File: src/verilog/sdm_pkg.sv
// sdm_pkg: register map, field layout, reset values and limits of the
// servo deviation monitor.
// assumes: used as sdm_pkg::name, never imported.
package sdm_pkg;

	// register byte offsets
	localparam logic [7:0] ADDR_CTRL = 8'h00;
	localparam logic [7:0] ADDR_POS_LIMIT = 8'h04;
	localparam logic [7:0] ADDR_SPD_LIMIT = 8'h08;
	localparam logic [7:0] ADDR_TRQ_LIMIT = 8'h0c;
	localparam logic [7:0] ADDR_STATUS = 8'h10;
	localparam logic [7:0] ADDR_MASK = 8'h14;
	localparam logic [7:0] ADDR_ALARM_RESET = 8'h18;

	// check select bits
	localparam int SEL_W = 3;
	localparam int SEL_POS = 0;
	localparam int SEL_SPD = 1;
	localparam int SEL_TRQ = 2;
	localparam logic [2:0] SEL_RESET = 3'h3;

	// threshold fields
	localparam int LIM_W = 11;
	localparam logic [10:0] POS_LIMIT_MIN = 11'h001;
	localparam logic [10:0] POS_LIMIT_MAX = 11'h3e8;
	localparam logic [10:0] POS_LIMIT_RESET = 11'h009;
	localparam logic [10:0] SPD_LIMIT_MIN = 11'h001;
	localparam logic [10:0] SPD_LIMIT_MAX = 11'h7d0;
	localparam logic [10:0] SPD_LIMIT_RESET = 11'h064;
	localparam logic [10:0] TRQ_LIMIT_MIN = 11'h001;
	localparam logic [10:0] TRQ_LIMIT_MAX = 11'h3e8;
	localparam logic [10:0] TRQ_LIMIT_RESET = 11'h064;

	// htrans encoding
	localparam logic [1:0] HTRANS_NONSEQ = 2'h2;

endpackage

File: src/verilog/sdm_limit_clamp.sv
// sdm_limit_clamp: clamps a written threshold into its legal range.
// assumes: purely combinational, fed from the bus write data.
`timescale 1ns/1ps
`default_nettype none
module sdm_limit_clamp #(
	parameter int W = 11,
	parameter logic [W-1:0] MIN = '0,
	parameter logic [W-1:0] MAX = '1
) (
	// raw value and clamped result
	input wire logic [31:0] raw,
	output logic [W-1:0] clamped
);
	always_comb
	begin
		if (raw < 32'(MIN))
			clamped = MIN;
		else if (raw > 32'(MAX))
			clamped = MAX;
		else
			clamped = raw[W-1:0];
	end
endmodule
`default_nettype wire

File: src/verilog/sdm_dev_check.sv
// sdm_dev_check: registered absolute deviation compare of two signed values.
// assumes: both inputs on hclk, already synchronous.
`timescale 1ns/1ps
`default_nettype none
module sdm_dev_check #(
	parameter int DW = 24,
	parameter int LW = 11
) (
	// clock and reset
	input wire logic hclk,
	input wire logic hresetn,
	// operands
	input wire logic enable,
	input wire logic signed [DW-1:0] model_val,
	input wire logic signed [DW-1:0] meas_val,
	input wire logic [LW-1:0] limit,
	// result
	output logic exceed
);
	logic signed [DW:0] diff;
	logic [DW:0] mag;

	always_comb
	begin
		diff = (DW+1)'(model_val) - (DW+1)'(meas_val);
		mag = diff[DW] ? (DW+1)'(-diff) : diff;
	end

	// strictly greater than the threshold trips
	always_ff @(posedge hclk or negedge hresetn)
	begin
		if (!hresetn)
			exceed <= 1'b0;
		else
			exceed <= enable && (mag > (DW+1)'(limit));
	end
endmodule
`default_nettype wire

File: src/verilog/sdm_monitor.sv
// sdm_monitor: servo deviation monitor with an AHB-Lite register slave.
// assumes: model and feedback values arrive synchronous to hclk, scaled so
// one count equals one threshold step.
// How it works
// - select bit 0 enables the position check, bit 1 speed, bit 2 torque.
// - after reset the select value is 3: position and speed checks on.
// - position deviation above its threshold raises the position alarm.
// - position threshold is 1 to 1000 steps of 0.01 rev, reset value 9.
// - speed deviation above its threshold raises the speed alarm.
// - speed threshold is 1 to 2000 r/min, reset value 100.
// - torque deviation above its threshold raises the torque alarm.
// - torque threshold is 1 to 1000 percent, reset value 100.
`timescale 1ns/1ps
`default_nettype none
module sdm_monitor #(
	parameter int DW = 24
) (
	// clock and reset
	input wire logic hclk,
	input wire logic hresetn,
	// ahb-lite slave
	input wire logic hsel,
	input wire logic [7:0] haddr,
	input wire logic [1:0] htrans,
	input wire logic hwrite,
	input wire logic [2:0] hsize,
	input wire logic [31:0] hwdata,
	input wire logic hready,
	output logic [31:0] hrdata,
	output logic hreadyout,
	output logic hresp,
	// servo loop values
	input wire logic signed [DW-1:0] model_position,
	input wire logic signed [DW-1:0] feedback_position,
	input wire logic signed [DW-1:0] model_speed,
	input wire logic signed [DW-1:0] feedback_speed,
	input wire logic signed [DW-1:0] command_torque,
	input wire logic signed [DW-1:0] feedback_torque,
	// alarm outputs
	output logic position_deviation_alarm,
	output logic speed_deviation_alarm,
	output logic torque_deviation_alarm,
	output logic motor_stop,
	output logic irq
);
	localparam int SW = sdm_pkg::SEL_W;
	localparam int LW = sdm_pkg::LIM_W;

	logic [SW-1:0] deviation_check_select_q;
	logic [LW-1:0] position_deviation_limit_q;
	logic [LW-1:0] speed_deviation_limit_q;
	logic [LW-1:0] torque_deviation_limit_q;
	logic [SW-1:0] status_q;
	logic [SW-1:0] mask_q;
	logic [SW-1:0] alarm_q;
	logic [SW-1:0] exceed;
	logic wr_pend_q;
	logic rd_pend_q;
	logic [7:0] addr_q;
	logic [LW-1:0] pos_clamped;
	logic [LW-1:0] spd_clamped;
	logic [LW-1:0] trq_clamped;
	logic alarm_reset;
	logic [SW-1:0] status_clr;
	logic [31:0] rd_mux;

	function automatic logic hit(input logic [7:0] a, input logic [7:0] off);
		hit = (a[7:2] == off[7:2]);
	endfunction

	// address phase capture, held through a read wait state
	always_ff @(posedge hclk or negedge hresetn)
	begin
		if (!hresetn)
		begin
			wr_pend_q <= 1'b0;
			rd_pend_q <= 1'b0;
			addr_q <= 8'h00;
		end
		else if (hready)
		begin
			wr_pend_q <= hsel && htrans == sdm_pkg::HTRANS_NONSEQ && hwrite;
			rd_pend_q <= hsel && htrans == sdm_pkg::HTRANS_NONSEQ && !hwrite;
			addr_q <= haddr;
		end
	end

	always_ff @(posedge hclk or negedge hresetn)
	begin
		if (!hresetn)
		begin
			hreadyout <= 1'b1;
			hresp <= 1'b0;
		end
		else
		begin
			// one wait state per read, so registered read data stands
			// at the edge that ends the data phase
			hreadyout <= !(hready && hsel
				&& htrans == sdm_pkg::HTRANS_NONSEQ && !hwrite);
			hresp <= 1'b0;
		end
	end

	sdm_limit_clamp #(.W(LW), .MIN(sdm_pkg::POS_LIMIT_MIN),
		.MAX(sdm_pkg::POS_LIMIT_MAX)) u_pos_clamp (
		.raw(hwdata),
		.clamped(pos_clamped)
	);
	sdm_limit_clamp #(.W(LW), .MIN(sdm_pkg::SPD_LIMIT_MIN),
		.MAX(sdm_pkg::SPD_LIMIT_MAX)) u_spd_clamp (
		.raw(hwdata),
		.clamped(spd_clamped)
	);
	sdm_limit_clamp #(.W(LW), .MIN(sdm_pkg::TRQ_LIMIT_MIN),
		.MAX(sdm_pkg::TRQ_LIMIT_MAX)) u_trq_clamp (
		.raw(hwdata),
		.clamped(trq_clamped)
	);

	// configuration registers
	always_ff @(posedge hclk or negedge hresetn)
	begin
		if (!hresetn)
		begin
			deviation_check_select_q <= sdm_pkg::SEL_RESET;
			position_deviation_limit_q <= sdm_pkg::POS_LIMIT_RESET;
			speed_deviation_limit_q <= sdm_pkg::SPD_LIMIT_RESET;
			torque_deviation_limit_q <= sdm_pkg::TRQ_LIMIT_RESET;
			mask_q <= 3'h0;
		end
		else if (wr_pend_q)
		begin
			if (hit(addr_q, sdm_pkg::ADDR_CTRL))
				deviation_check_select_q <= hwdata[SW-1:0];
			if (hit(addr_q, sdm_pkg::ADDR_POS_LIMIT))
				position_deviation_limit_q <= pos_clamped;
			if (hit(addr_q, sdm_pkg::ADDR_SPD_LIMIT))
				speed_deviation_limit_q <= spd_clamped;
			if (hit(addr_q, sdm_pkg::ADDR_TRQ_LIMIT))
				torque_deviation_limit_q <= trq_clamped;
			if (hit(addr_q, sdm_pkg::ADDR_MASK))
				mask_q <= hwdata[SW-1:0];
		end
	end

	// deviation compares
	sdm_dev_check #(.DW(DW), .LW(LW)) u_pos_check (
		.hclk(hclk),
		.hresetn(hresetn),
		.enable(deviation_check_select_q[sdm_pkg::SEL_POS]),
		.model_val(model_position),
		.meas_val(feedback_position),
		.limit(position_deviation_limit_q),
		.exceed(exceed[sdm_pkg::SEL_POS])
	);
	sdm_dev_check #(.DW(DW), .LW(LW)) u_spd_check (
		.hclk(hclk),
		.hresetn(hresetn),
		.enable(deviation_check_select_q[sdm_pkg::SEL_SPD]),
		.model_val(model_speed),
		.meas_val(feedback_speed),
		.limit(speed_deviation_limit_q),
		.exceed(exceed[sdm_pkg::SEL_SPD])
	);
	sdm_dev_check #(.DW(DW), .LW(LW)) u_trq_check (
		.hclk(hclk),
		.hresetn(hresetn),
		.enable(deviation_check_select_q[sdm_pkg::SEL_TRQ]),
		.model_val(command_torque),
		.meas_val(feedback_torque),
		.limit(torque_deviation_limit_q),
		.exceed(exceed[sdm_pkg::SEL_TRQ])
	);

	always_comb
	begin
		alarm_reset = wr_pend_q && hit(addr_q, sdm_pkg::ADDR_ALARM_RESET)
			&& hwdata[0];
		status_clr = (wr_pend_q && hit(addr_q, sdm_pkg::ADDR_STATUS)) ?
			hwdata[SW-1:0] : 3'h0;
	end

	// latched alarms, a new trip wins over the reset
	always_ff @(posedge hclk or negedge hresetn)
	begin
		if (!hresetn)
			alarm_q <= 3'h0;
		else if (alarm_reset)
			alarm_q <= exceed;
		else
			alarm_q <= alarm_q | exceed;
	end

	// sticky status, write one to clear, set wins
	always_ff @(posedge hclk or negedge hresetn)
	begin
		if (!hresetn)
			status_q <= 3'h0;
		else
			status_q <= (status_q & ~status_clr) | exceed;
	end

	// registered alarm and interrupt outputs
	always_ff @(posedge hclk or negedge hresetn)
	begin
		if (!hresetn)
		begin
			position_deviation_alarm <= 1'b0;
			speed_deviation_alarm <= 1'b0;
			torque_deviation_alarm <= 1'b0;
			motor_stop <= 1'b0;
			irq <= 1'b0;
		end
		else
		begin
			position_deviation_alarm <= alarm_q[sdm_pkg::SEL_POS];
			speed_deviation_alarm <= alarm_q[sdm_pkg::SEL_SPD];
			torque_deviation_alarm <= alarm_q[sdm_pkg::SEL_TRQ];
			motor_stop <= |alarm_q;
			irq <= |(status_q & mask_q);
		end
	end

	// read data
	always_comb
	begin
		rd_mux = 32'h0;
		if (hit(addr_q, sdm_pkg::ADDR_CTRL))
			rd_mux = {29'h0, deviation_check_select_q};
		else if (hit(addr_q, sdm_pkg::ADDR_POS_LIMIT))
			rd_mux = {21'h0, position_deviation_limit_q};
		else if (hit(addr_q, sdm_pkg::ADDR_SPD_LIMIT))
			rd_mux = {21'h0, speed_deviation_limit_q};
		else if (hit(addr_q, sdm_pkg::ADDR_TRQ_LIMIT))
			rd_mux = {21'h0, torque_deviation_limit_q};
		else if (hit(addr_q, sdm_pkg::ADDR_STATUS))
			rd_mux = {29'h0, status_q};
		else if (hit(addr_q, sdm_pkg::ADDR_MASK))
			rd_mux = {29'h0, mask_q};
		else if (hit(addr_q, sdm_pkg::ADDR_ALARM_RESET))
			rd_mux = {29'h0, alarm_q};
	end

	always_ff @(posedge hclk or negedge hresetn)
	begin
		if (!hresetn)
			hrdata <= 32'h0;
		else if (rd_pend_q && !hreadyout)
			hrdata <= rd_mux;
	end
endmodule
`default_nettype wire

File: config.mk
export PLATFORM = sky130hd
export DESIGN_NAME = sdm_monitor
export DESIGN_NICKNAME = d
export VERILOG_FILES = /design/src/verilog/sdm_pkg.sv /design/src/verilog/sdm_limit_clamp.sv /design/src/verilog/sdm_dev_check.sv /design/src/verilog/sdm_monitor.sv
export SDC_FILE = /design/constraint.sdc
export NUM_CORES = 1
export LEC_CHECK = 0
export ABC_CLOCK_PERIOD_IN_PS = 2800
export BUFFER_PORTS_ARGS = -buffer_cell sky130_fd_sc_hd__buf_4
export CAP_MARGIN = 20
export CORE_ASPECT_RATIO = 0.6
export CORE_MARGIN = 2
export CORE_UTILIZATION = 30
export DETAILED_ROUTE_END_ITERATION = 10
export PLACE_DENSITY_LB_ADDON = 0.15
export SLEW_MARGIN = 20
export SYNTH_ARGS = -nofsm -noshare
export SYNTH_HDL_FRONTEND = slang
export SYNTH_SLANG_ARGS = --single-unit
File: constraint.sdc
create_clock -name hclk -period 2.8 [get_ports hclk]
set_input_delay 0.14 -clock hclk [delete_from_list [all_inputs] [get_ports hclk]]
set_output_delay 0.14 -clock hclk [all_outputs]
set_load 0.02 [all_outputs]
==> results.cfg, run 1 <==
[logic_synthesis]
seq_area_frac_synth = 0.165
synth.avg_cell_area_sq_um = 7.43
synth_warnings = 0
synth-adder-area-share = 0.126
synthXorXnorAreaFrac = 0.0510
synthArstFlopShare = 1.00
synth_compound_area_frac = 0.306
synth_ff_type = dfrtp_1
netlist_area_sq_um = 11200
synth_edf_count = 0
syn_inst = 1504
yosys.area_share.simple = 0.241
synth_top_family_by_area = compound AO/OA/AOI/OAI gates
synth.area.mux_share = 0.0282
synth.distinct_cells = 96
yosys_register_bits = 73

[clock_network]
cts.sinks = 73
cts_tree = done
cts_root_buffer = clkbuf_16
numCtsBuffers = 9
h-tree-depth = 3
clk-insertion-delay-late_ns = 0.33
clk_pin_slew_ns = 0.06
cts_buffer_depth = 2

[setup_path]
path_max_fanout = 3
cp-end-kind = register
cp_data_required_time_ns = 3.01
criticalPathCategory = in -> reg
start_kind = primary input
worst_r2r_path_depth = 11
crit_arrival_ns = 4.12

[detailed_routing]
vias = 13600
wl_mm = 42.2
drc = 0
drtIter0Drc = 1134
ant_nets = 0
dr.pass1.iters = 7
wl_per_cell_microns = 16.2
routed_via_density = 5.24

[sta]
skew_ns = 0.00605
fmax_ghz = 0.256
worstMarginPinSlew_ns = 0.948
fin_crit_sh = 1.40
setup_ws_ns = -1.11
fin_hold_ws_ns = 0.0308
rsz0062_at_grt = yes
setup_violations = 3
max_slew_margin = 0.368
final.min_clock_period_ns = 3.91
final_hold_viol_count = 0
slew_violations = 0

[die]
io_pins = 233
core_area_sq_um = 36500
start_util = 0.306
rows = 54
die_x_microns = 253
die_h_microns = 153
die_area_sq_um = 38800

[power]
p_leak_nw = 8.43
power_density_nw_per_um2 = 376
peakVddDrop_mv = 0.280
power_mw = 6.47

[placement]
dp_hpwl_mm = 36.0
placed_area_sq_um = 16500
io_buffers = 205
gp_congestion = 0.940

[outcome]
status = finished with violations
violations = negative setup slack

[min_path]
hp-class = in -> reg
holdPathStages = 2

[global_route]
antenna_found_initial = 1
grt_pass1_wl_mm = 66.6
grt_pass1_vias = 12700
grt_max_degree = 74
track_usage = 0.211
grt.overflow.total = 0

[final_layout]
register_area_sq_um = 1840
nFillCells = 3653
fin_util = 0.472
area_delta_synth_final_pct = 54.2
nets = 2430
multi_input_area_sq_um = 8930
drive_above_1_share = 0.376
final_area_sq_um = 17200

[job]
maxCapViolCount = 0
==> where the power goes <==
group,internal [mW],leakage (nW),switching [mW],total [mW]
clock network,0.689,0.134,0.418,1.11
logic,2.07,7.48,2.04,4.10
registers,1.17,0.813,0.0898,1.26
==> final timing paths <==
kind	startpoint	end	slack (ns)
worst max-delay path	model_speed[0]	u_spd_check.exceed	-1.11
worst min-delay path	htrans[1]	hreadyout	0.03
worst max register to register	speed_deviation_limit_q[2]	u_spd_check.exceed	-0.07
worst min register to register	alarm_q[2]	torque_deviation_alarm	0.43
max in group asynchronous	hresetn	torque_deviation_limit_q[10]	1.67
min in group asynchronous	hresetn	addr_q[6]	0.48
==> layer usage <==
| layer | share of wire | track usage | vias to the layer above |
|---|---|---|---|
| met5 | 0 | 0 | - |
| met4 | 0.0050 | 0.0214 | 0 |
| met2 | 0.39 | 0.290 | 397 |
| met1 | 0.54 | 0.345 | 6426 |
| met3 | 0.067 | 0.0329 | 20 |
| li1 | - | - | 6806 |
==> cell usage in the layout, fill, tap and decap left out, types with 21 or more instances in the layout <==
cell type	count
conb_1	22
inv_1	129
nor2_1	83
o21a_1	29
xor2_1	25
and3_1	22
nand3_1	45
o21ai_0	112
a211oi_1	21
o211ai_1	23
nand2_1	144
nand4_1	29
a21oi_1	77
ha_1	90
a21o_1	30
xnor2_1	39
nor3_1	37
buf_4	667
dfrtp_1	62
==> area by class of cell <==
cell class	count	share of cell area
Clock inverter	3	0.00247
Tap cell	476	0.0346
Multi-Input combinational cell	1235	0.518
Clock buffer	13	0.0140
Antenna cell	1	0.000145
Sequential cell	73	0.107
Inverter	135	0.0299
Timing Repair Buffer	671	0.294
==> registers in the layout, indices dropped and copies added (netlist names), 3 cells and up <==
register	cells
hrdata	11
speed_deviation_limit_q	11
status_q	3
alarm_q	3
torque_deviation_limit_q	11
addr_q	6
mask_q	3
deviation_check_select_q	3
position_deviation_limit_q	11
==> cell families (layout without fill, tap and decap cells) <==
family,Yosys count,in the layout
compound gates,496,496
xor+xnor,65,65
fa+ha+maj,111,111
buf+inv,217,822
flops,73,73
mux,27,27
other cells,1,23
simple gates,514,514
==> critical path, stage by stage <==
cell	delay (ns)
buf_8	0.08
inv_8	0.03
ha_4	0.16
fa_2	0.41
nand2b_1	0.18
a21boi_1	0.17
o311ai_2	0.17
a2111oi_4	0.43
nor4b_4	0.29
nor2_1	0.08
xnor2_1	0.14
ha_1	0.30
nand4_1	0.10
o32a_1	0.28
o21ai_1	0.09
o21ai_1	0.09
a221o_1	0.25
or4_1	0.41
o41a_1	0.32
==> synth_stat cells, types with 23 or more instances <==
cell type,count,area [sq um]
buf_4,24,180
o21a_1,30,225
xor2_1,26,228
dfrtp_1,62,1550
clkbuf_1,49,184
ha_1,108,1350
nor2_1,83,312
nand3_1,45,225
o211ai_1,23,173
a211oi_1,24,180
a21o_1,30,225
nand2_1,146,548
a21oi_1,86,430
and3_1,23,144
xnor2_1,39,342
nand4_1,29,181
nor3_1,39,195
inv_1,135,507
o21ai_0,121,606
==> what timing repair did <==
item                                    CTS  global route
pin swaps                                30            23
endpoints found under the setup margin    3             3
hold endpoints to repair                 32             0
hold buffers                              1             0
gates resized for setup                  42            26
buffers inserted                          8             3
==> stage by stage <==
| stage | std cells | worst slack, ns | TNS (ns) |
|---|---|---|---|
| detailed placement | 2578 | -1.56 | -4.15 |
| floorplan | 1525 | -1.17 | -3.21 |
| global placement | 2578 | -1.38 | -3.73 |
| global route | 2607 | -1.34 | -3.27 |
| CTS | 2603 | -1.13 | -2.65 |
| finish | 2607 | -1.11 | -2.63 |
No activity file was read; power rests on OpenSTA's default activity.
==> run 2, diff against run 1 <==
--- a/config.mk
+++ b/config.mk
@@ -12,7 +12,7 @@
 export CORE_MARGIN = 2
 export CORE_UTILIZATION = 30
 export DETAILED_ROUTE_END_ITERATION = 10
-export PLACE_DENSITY_LB_ADDON = 0.15
+export SKIP_CTS_REPAIR_TIMING = 1
 export SLEW_MARGIN = 20
 export SYNTH_ARGS = -nofsm -noshare
 export SYNTH_HDL_FRONTEND = slang
==> run 2 against run 1 <==
The flow finishes with violations (negative hold slack, negative setup slack); clock-buffer cell count down 3; sequential share of layout area rose by 0.20 points; die area unchanged; maximum frequency rose by 0.30%; via count down 1.4%; cell area decreased by 1.8%; power fell by 0.34%; clock skew grew 0.0036 ns; critical path type unchanged; critical endpoint unchanged; largest power group unchanged; highest routed layer is now met5.
==> results.cfg, run 2 (same netlist as run 1, synthesis figures left out) <==
[global_route]
grt_pass1_wl_mm = 63.6
grt_pass1_vias = 12400
use_met3 = 0.0381
grt_use_met1 = 0.313
grt_max_degree = 74
use_met2 = 0.284
track_usage = 0.200
grt_busiest_layer = met1
antenna_found_initial = 1
grt.overflow.total = 0

[setup_path]
start_kind = primary input
cp-end-kind = register
worst_r2r_path_depth = 11
cpPeakStageDelay_ns = 0.57
cp.depth = 19
cpLargestDelayFamily = compound AO/OA/AOI/OAI gates
criticalPathCategory = in -> reg
path_max_fanout = 3
cp_slowest_cell = fa_2
cp_data_required_time_ns = 3.02
crit_buf_inv = 2
crit_arrival_ns = 4.12
cp_cell_sequence = buf_8, inv_8, ha_4, fa_2, ha_4, nand3b_1, mux2_4, a2111oi_4, nor4b_4, nor2_1, xnor2_1, ha_1, nand4_1, o32a_1, o21ai_1, o21ai_1, a221o_1, or4_4, o41a_1

[clock_network]
cts_buffer_depth = 2
cts_tree = done
clk-insertion-delay-late_ns = 0.34
h-tree-depth = 3
numCtsBuffers = 9
clk_pin_slew_ns = 0.06
cts.sinks = 73
cts_root_buffer = clkbuf_16

[placement]
placed_area_sq_um = 16300
io_buffers = 205
dp_hpwl_mm = 34.0
gp_congestion = 0.942

[job]
maxCapViolCount = 0

[die]
die_x_microns = 253
io_pins = 233
core_area_sq_um = 36500
die_h_microns = 153
rows = 54
start_util = 0.306
die_area_sq_um = 38800

[power]
peakVddDrop_mv = 0.259
power_mw = 6.44
power_density_nw_per_um2 = 381
power_frac_seq = 0.195
power.internal_mw = 3.93
p_switching_mw = 2.51
combPwrFrac = 0.615
p_leak_nw = 8.31
power.share.clock = 0.190
netSwitchingFraction = 0.390

[detailed_routing]
ant_nets = 0
vias = 13500
routed_via_density = 5.22
drtIter0Drc = 1020
dr.pass1.iters = 5
wl_per_cell_microns = 15.5
drc = 0
wl_mm = 39.9

[sta]
rsz0062_at_grt = yes
final.min_clock_period_ns = 3.90
fmax_ghz = 0.257
worstMarginPinSlew_ns = 0.960
setup_violations = 3
fin_hold_ws_ns = -0.0794
final_hold_viol_count = 54
max_slew_margin = 0.360
setup_ws_ns = -1.10
slew_violations = 0
fin_crit_sh = 1.39
skew_ns = 0.00967

[final_layout]
n_antenna_cell = 0
fin_util = 0.463
layout_common_cells = buf_4 (638), nand2_1 (146), inv_1 (131), o21ai_0 (113), ha_1 (99)
area_delta_synth_final_pct = 51.3
final_area_sq_um = 16900
drive_above_1_share = 0.359
nets = 2400
mostFrequentLayoutCell = buf_4
nFillCells = 3583

[outcome]
status = finished with violations
violations = negative hold slack, negative setup slack

[min_path]
hp-class = in -> async
run 2: changes by cell type in the layout (fill, tap and decap cells not counted), moves of 4 or more:
cell,change
buf_4,-29
ha_1,+9
ha_4,-8
o21ai_2,-5
o21ai_1,+4
run 2: worst paths after layout:
path                                            startpoint  slack (ns)                          to
worst max-delay path                        model_speed[0]       -1.10          u_spd_check.exceed
worst min-delay path                               hresetn       -0.08    position_deviation_alarm
worst max register to register  speed_deviation_limit_q[2]        0.01          u_spd_check.exceed
worst min register to register                  alarm_q[2]        0.45      torque_deviation_alarm
max in group asynchronous                          hresetn        2.22  speed_deviation_limit_q[7]
min in group hclk                                 haddr[6]        0.04                   addr_q[6]
run 2: power groups by stage:
| stage | clock network [mW] | registers, mW | logic [mW] |
|---|---|---|---|
| final | 1.22 | 1.26 | 3.96 |
| after global routing | 1.30 | 1.27 | 4.35 |
| after CTS | 1.25 | 1.25 | 3.83 |
| after detailed placement | 0 | 1.27 | 3.80 |
| after global placement | 0 | 1.27 | 3.75 |
| after floorplan | 0 | 1.26 | 2.07 |
run 2: routing by layer:
metal / up-vias / part of all wire
met2: 416 / 0.40
met5: - / 0.00033
met3: 30 / 0.068
li1: 6753 / -
met4: 2 / 0.013
met1: 6256 / 0.52
run 2: metrics by stage:
stage,TNS [ns],setup slack [ns],hold slack [ns],instances
6_report,-2.93,-1.10,-0.0794,2576
5_1_grt,-3.60,-1.36,0.0187,2576
4_1_cts,-3.28,-1.18,-0.0252,2569
3_5_place_dp,-4.32,-1.54,0.338,2553
3_3_place_gp,-3.98,-1.39,0.326,2553
2_1_floorplan,-3.21,-1.17,-0.156,1525
run 2: final cells by class:
type | instances | area (sq um) | share of cell area
Multi-Input combinational cell | 1235 | 8800 | 0.521
Sequential cell | 73 | 1840 | 0.109
Inverter | 135 | 514 | 0.0304
Tap cell | 476 | 596 | 0.0352
Clock inverter | 6 | 83.8 | 0.00496
Timing Repair Buffer | 641 | 4840 | 0.286
Clock buffer | 10 | 229 | 0.0135
==> run 3, diff against run 2 <==
--- a/config.mk
+++ b/config.mk
@@ -5,7 +5,7 @@
 export SDC_FILE = /design/constraint.sdc
 export NUM_CORES = 1
 export LEC_CHECK = 0
-export ABC_CLOCK_PERIOD_IN_PS = 2800
+export ABC_CLOCK_PERIOD_IN_PS = 4000
 export BUFFER_PORTS_ARGS = -buffer_cell sky130_fd_sc_hd__buf_4
 export CAP_MARGIN = 20
 export CORE_ASPECT_RATIO = 0.6
==> constraint.sdc (replaced) <==
create_clock -name hclk -period 4 [get_ports hclk]
set_input_delay 0.2 -clock hclk [delete_from_list [all_inputs] [get_ports hclk]]
set_output_delay 0.2 -clock hclk [all_outputs]
set_load 0.02 [all_outputs]
==> run 3 against run 2 <==
The run ends with negative setup slack left; routed wire length decreased by 5.0%; sequential cell count is the same; largest cell class unchanged; setup slack gained 1.0 ns.
==> results.cfg, run 3 (same netlist as run 1, synthesis figures left out) <==
[outcome]
status = finished with violations
violations = negative setup slack

[clock_network]
cts_root_buffer = clkbuf_16
clk-insertion-delay-late_ns = 0.34
clk_pin_slew_ns = 0.07
cts_buffer_depth = 2
numCtsBuffers = 9
cts_tree = done
cts.sinks = 73
h-tree-depth = 3

[setup_path]
criticalPathCategory = in -> reg
cp_data_required_time_ns = 4.20
crit_arrival_ns = 4.25
cpPeakStageDelay_ns = 0.43
path_common_cell = o21a_1
start_kind = primary input
cp_slowest_cell = o211ai_1
cp-end-kind = register
cp_cell_sequence = buf_4, ha_1, or2_2, o211a_4, o211ai_1, nand3_1, a221oi_2, buf_4, o21ai_0, buf_4, nor2_1, xnor2_1, ha_1, o21a_1, o21a_1, o21a_1, o21a_1, o21ai_2, a311o_1, nand3_1, nor3_2, a41oi_1
path_max_fanout = 3

[power]
netSwitchingFraction = 0.408
combPwrFrac = 0.587
power_mw = 4.08
p_switching_mw = 1.66
power.share.clock = 0.198
peakVddDrop_mv = 0.235
power.internal_mw = 2.41
power_frac_seq = 0.215
p_leak_nw = 7.33
power_density_nw_per_um2 = 266

[detailed_routing]
routed_via_density = 5.38
wl_per_cell_microns = 15.9
ant_nets = 0
drc = 0
routed.top_layer = met4
vias = 12800
drtIter0Drc = 1085
dr.pass1.iters = 5
wl_mm = 38.0
wl_met2_mm = 15.6
wl_met1_mm = 19.4
dr_wl_met3_mm = 2.80

[sta]
skew_ns = 0.0102
max_slew_margin = 0.361
final.min_clock_period_ns = 4.05
rsz0062_at_grt = yes
setup_ws_ns = -0.0479
fin_hold_ws_ns = 0.00657
setup_violations = 2
worstMarginPinSlew_ns = 0.949
fin_crit_sh = 1.01
fmax_ghz = 0.247
final_hold_viol_count = 0
slew_violations = 0

[global_route]
grt.overflow.total = 0
grt_pass1_vias = 11800
grt_pass1_wl_mm = 60.4
antenna_found_initial = 0
track_usage = 0.190
grt_max_degree = 74

[die]
die_x_microns = 253
start_util = 0.306
die_h_microns = 153
core_area_sq_um = 36500
io_pins = 233
rows = 54
die_area_sq_um = 38800

[placement]
placed_area_sq_um = 14900
gp_congestion = 0.915
io_buffers = 205
dp_hpwl_mm = 32.1

[final_layout]
area_delta_synth_final_pct = 37.2
drive_above_1_share = 0.287
nets = 2210
final_area_sq_um = 15300
n_antenna_cell = 0
register_area_sq_um = 1840
layout_common_cells = buf_4 (450), nand2_1 (146), inv_1 (133), o21ai_0 (117), ha_1 (100)
multi_input_area_sq_um = 8680
fin_util = 0.420
nFillCells = 3714
mostFrequentLayoutCell = buf_4

[job]
maxCapViolCount = 0

[min_path]
hp-class = in -> async
[run 3: changes by cell type in the layout (fill, tap and decap cells not counted), sizes merged]
| cell | delta |
|---|---|
| buf | -190 |
| bufinv | -1 |
| clkinv | -2 |
| clkinvlp | +2 |
| inv | +1 |
[run 3: layout make-up]
type                       count  area share
clock buffer                  10      0.0149
clock inverter                 6     0.00441
inverter                     135      0.0336
multi-input combinational   1235       0.566
sequential                    73       0.120
tap                          476      0.0389
timing repair buffer         451       0.222
[run 3: final timing paths]
check / cells after the start / startpoint / slack [ns] / endpoint
hold / removal: 1 / hresetn / 0.007 / hrdata[7]
hold reg to reg: 0 / alarm_q[0] / 0.43 / position_deviation_alarm
setup / recovery: 22 / model_position[2] / -0.05 / u_pos_check.exceed
min in group hclk: 2 / haddr[7] / 0.10 / addr_q[7]
setup reg to reg: 11 / speed_deviation_limit_q[2] / 1.16 / u_spd_check.exceed
max in group asynchronous: 1 / hresetn / 3.36 / hrdata[0]
[run 3: critical path, delay by kind of cell]
kind | cells | cell delay [ns]
AOI/OAI and AO/OA | 11 | 2.15
xor gates and xnor gates | 1 | 0.14
adders and majority gates | 2 | 0.46
buffers and inverters | 3 | 0.44
and+or+nand+nor | 5 | 0.84
[run 3: per-stage QoR]
stage	setup WS (ns)	cells	setup TNS, ns
2_1_floorplan	-0.0254	1525	-0.0372
6_report	-0.0479	2386	-0.0824
5_1_grt	-0.222	2386	-0.404
3_3_place_gp	-0.393	2369	-0.741
4_1_cts	-0.0886	2385	-0.132
3_5_place_dp	-0.431	2369	-0.918
[run 3: metal layers]
layer  up-vias  track usage
met2       437        0.271
li1       6367            -
met1      6002        0.304
met3        20       0.0290
met4         0       0.0166
met5         -            0
[run 3: power groups by stage]
stage | sequential, mW | clock, mW | combinational, mW
final | 0.878 | 0.806 | 2.39
after CTS | 0.878 | 0.820 | 2.35
after global routing | 0.889 | 0.855 | 2.64
after detailed placement | 0.892 | 0 | 2.33
after floorplan | 0.881 | 0 | 1.44
after global placement | 0.889 | 0 | 2.31
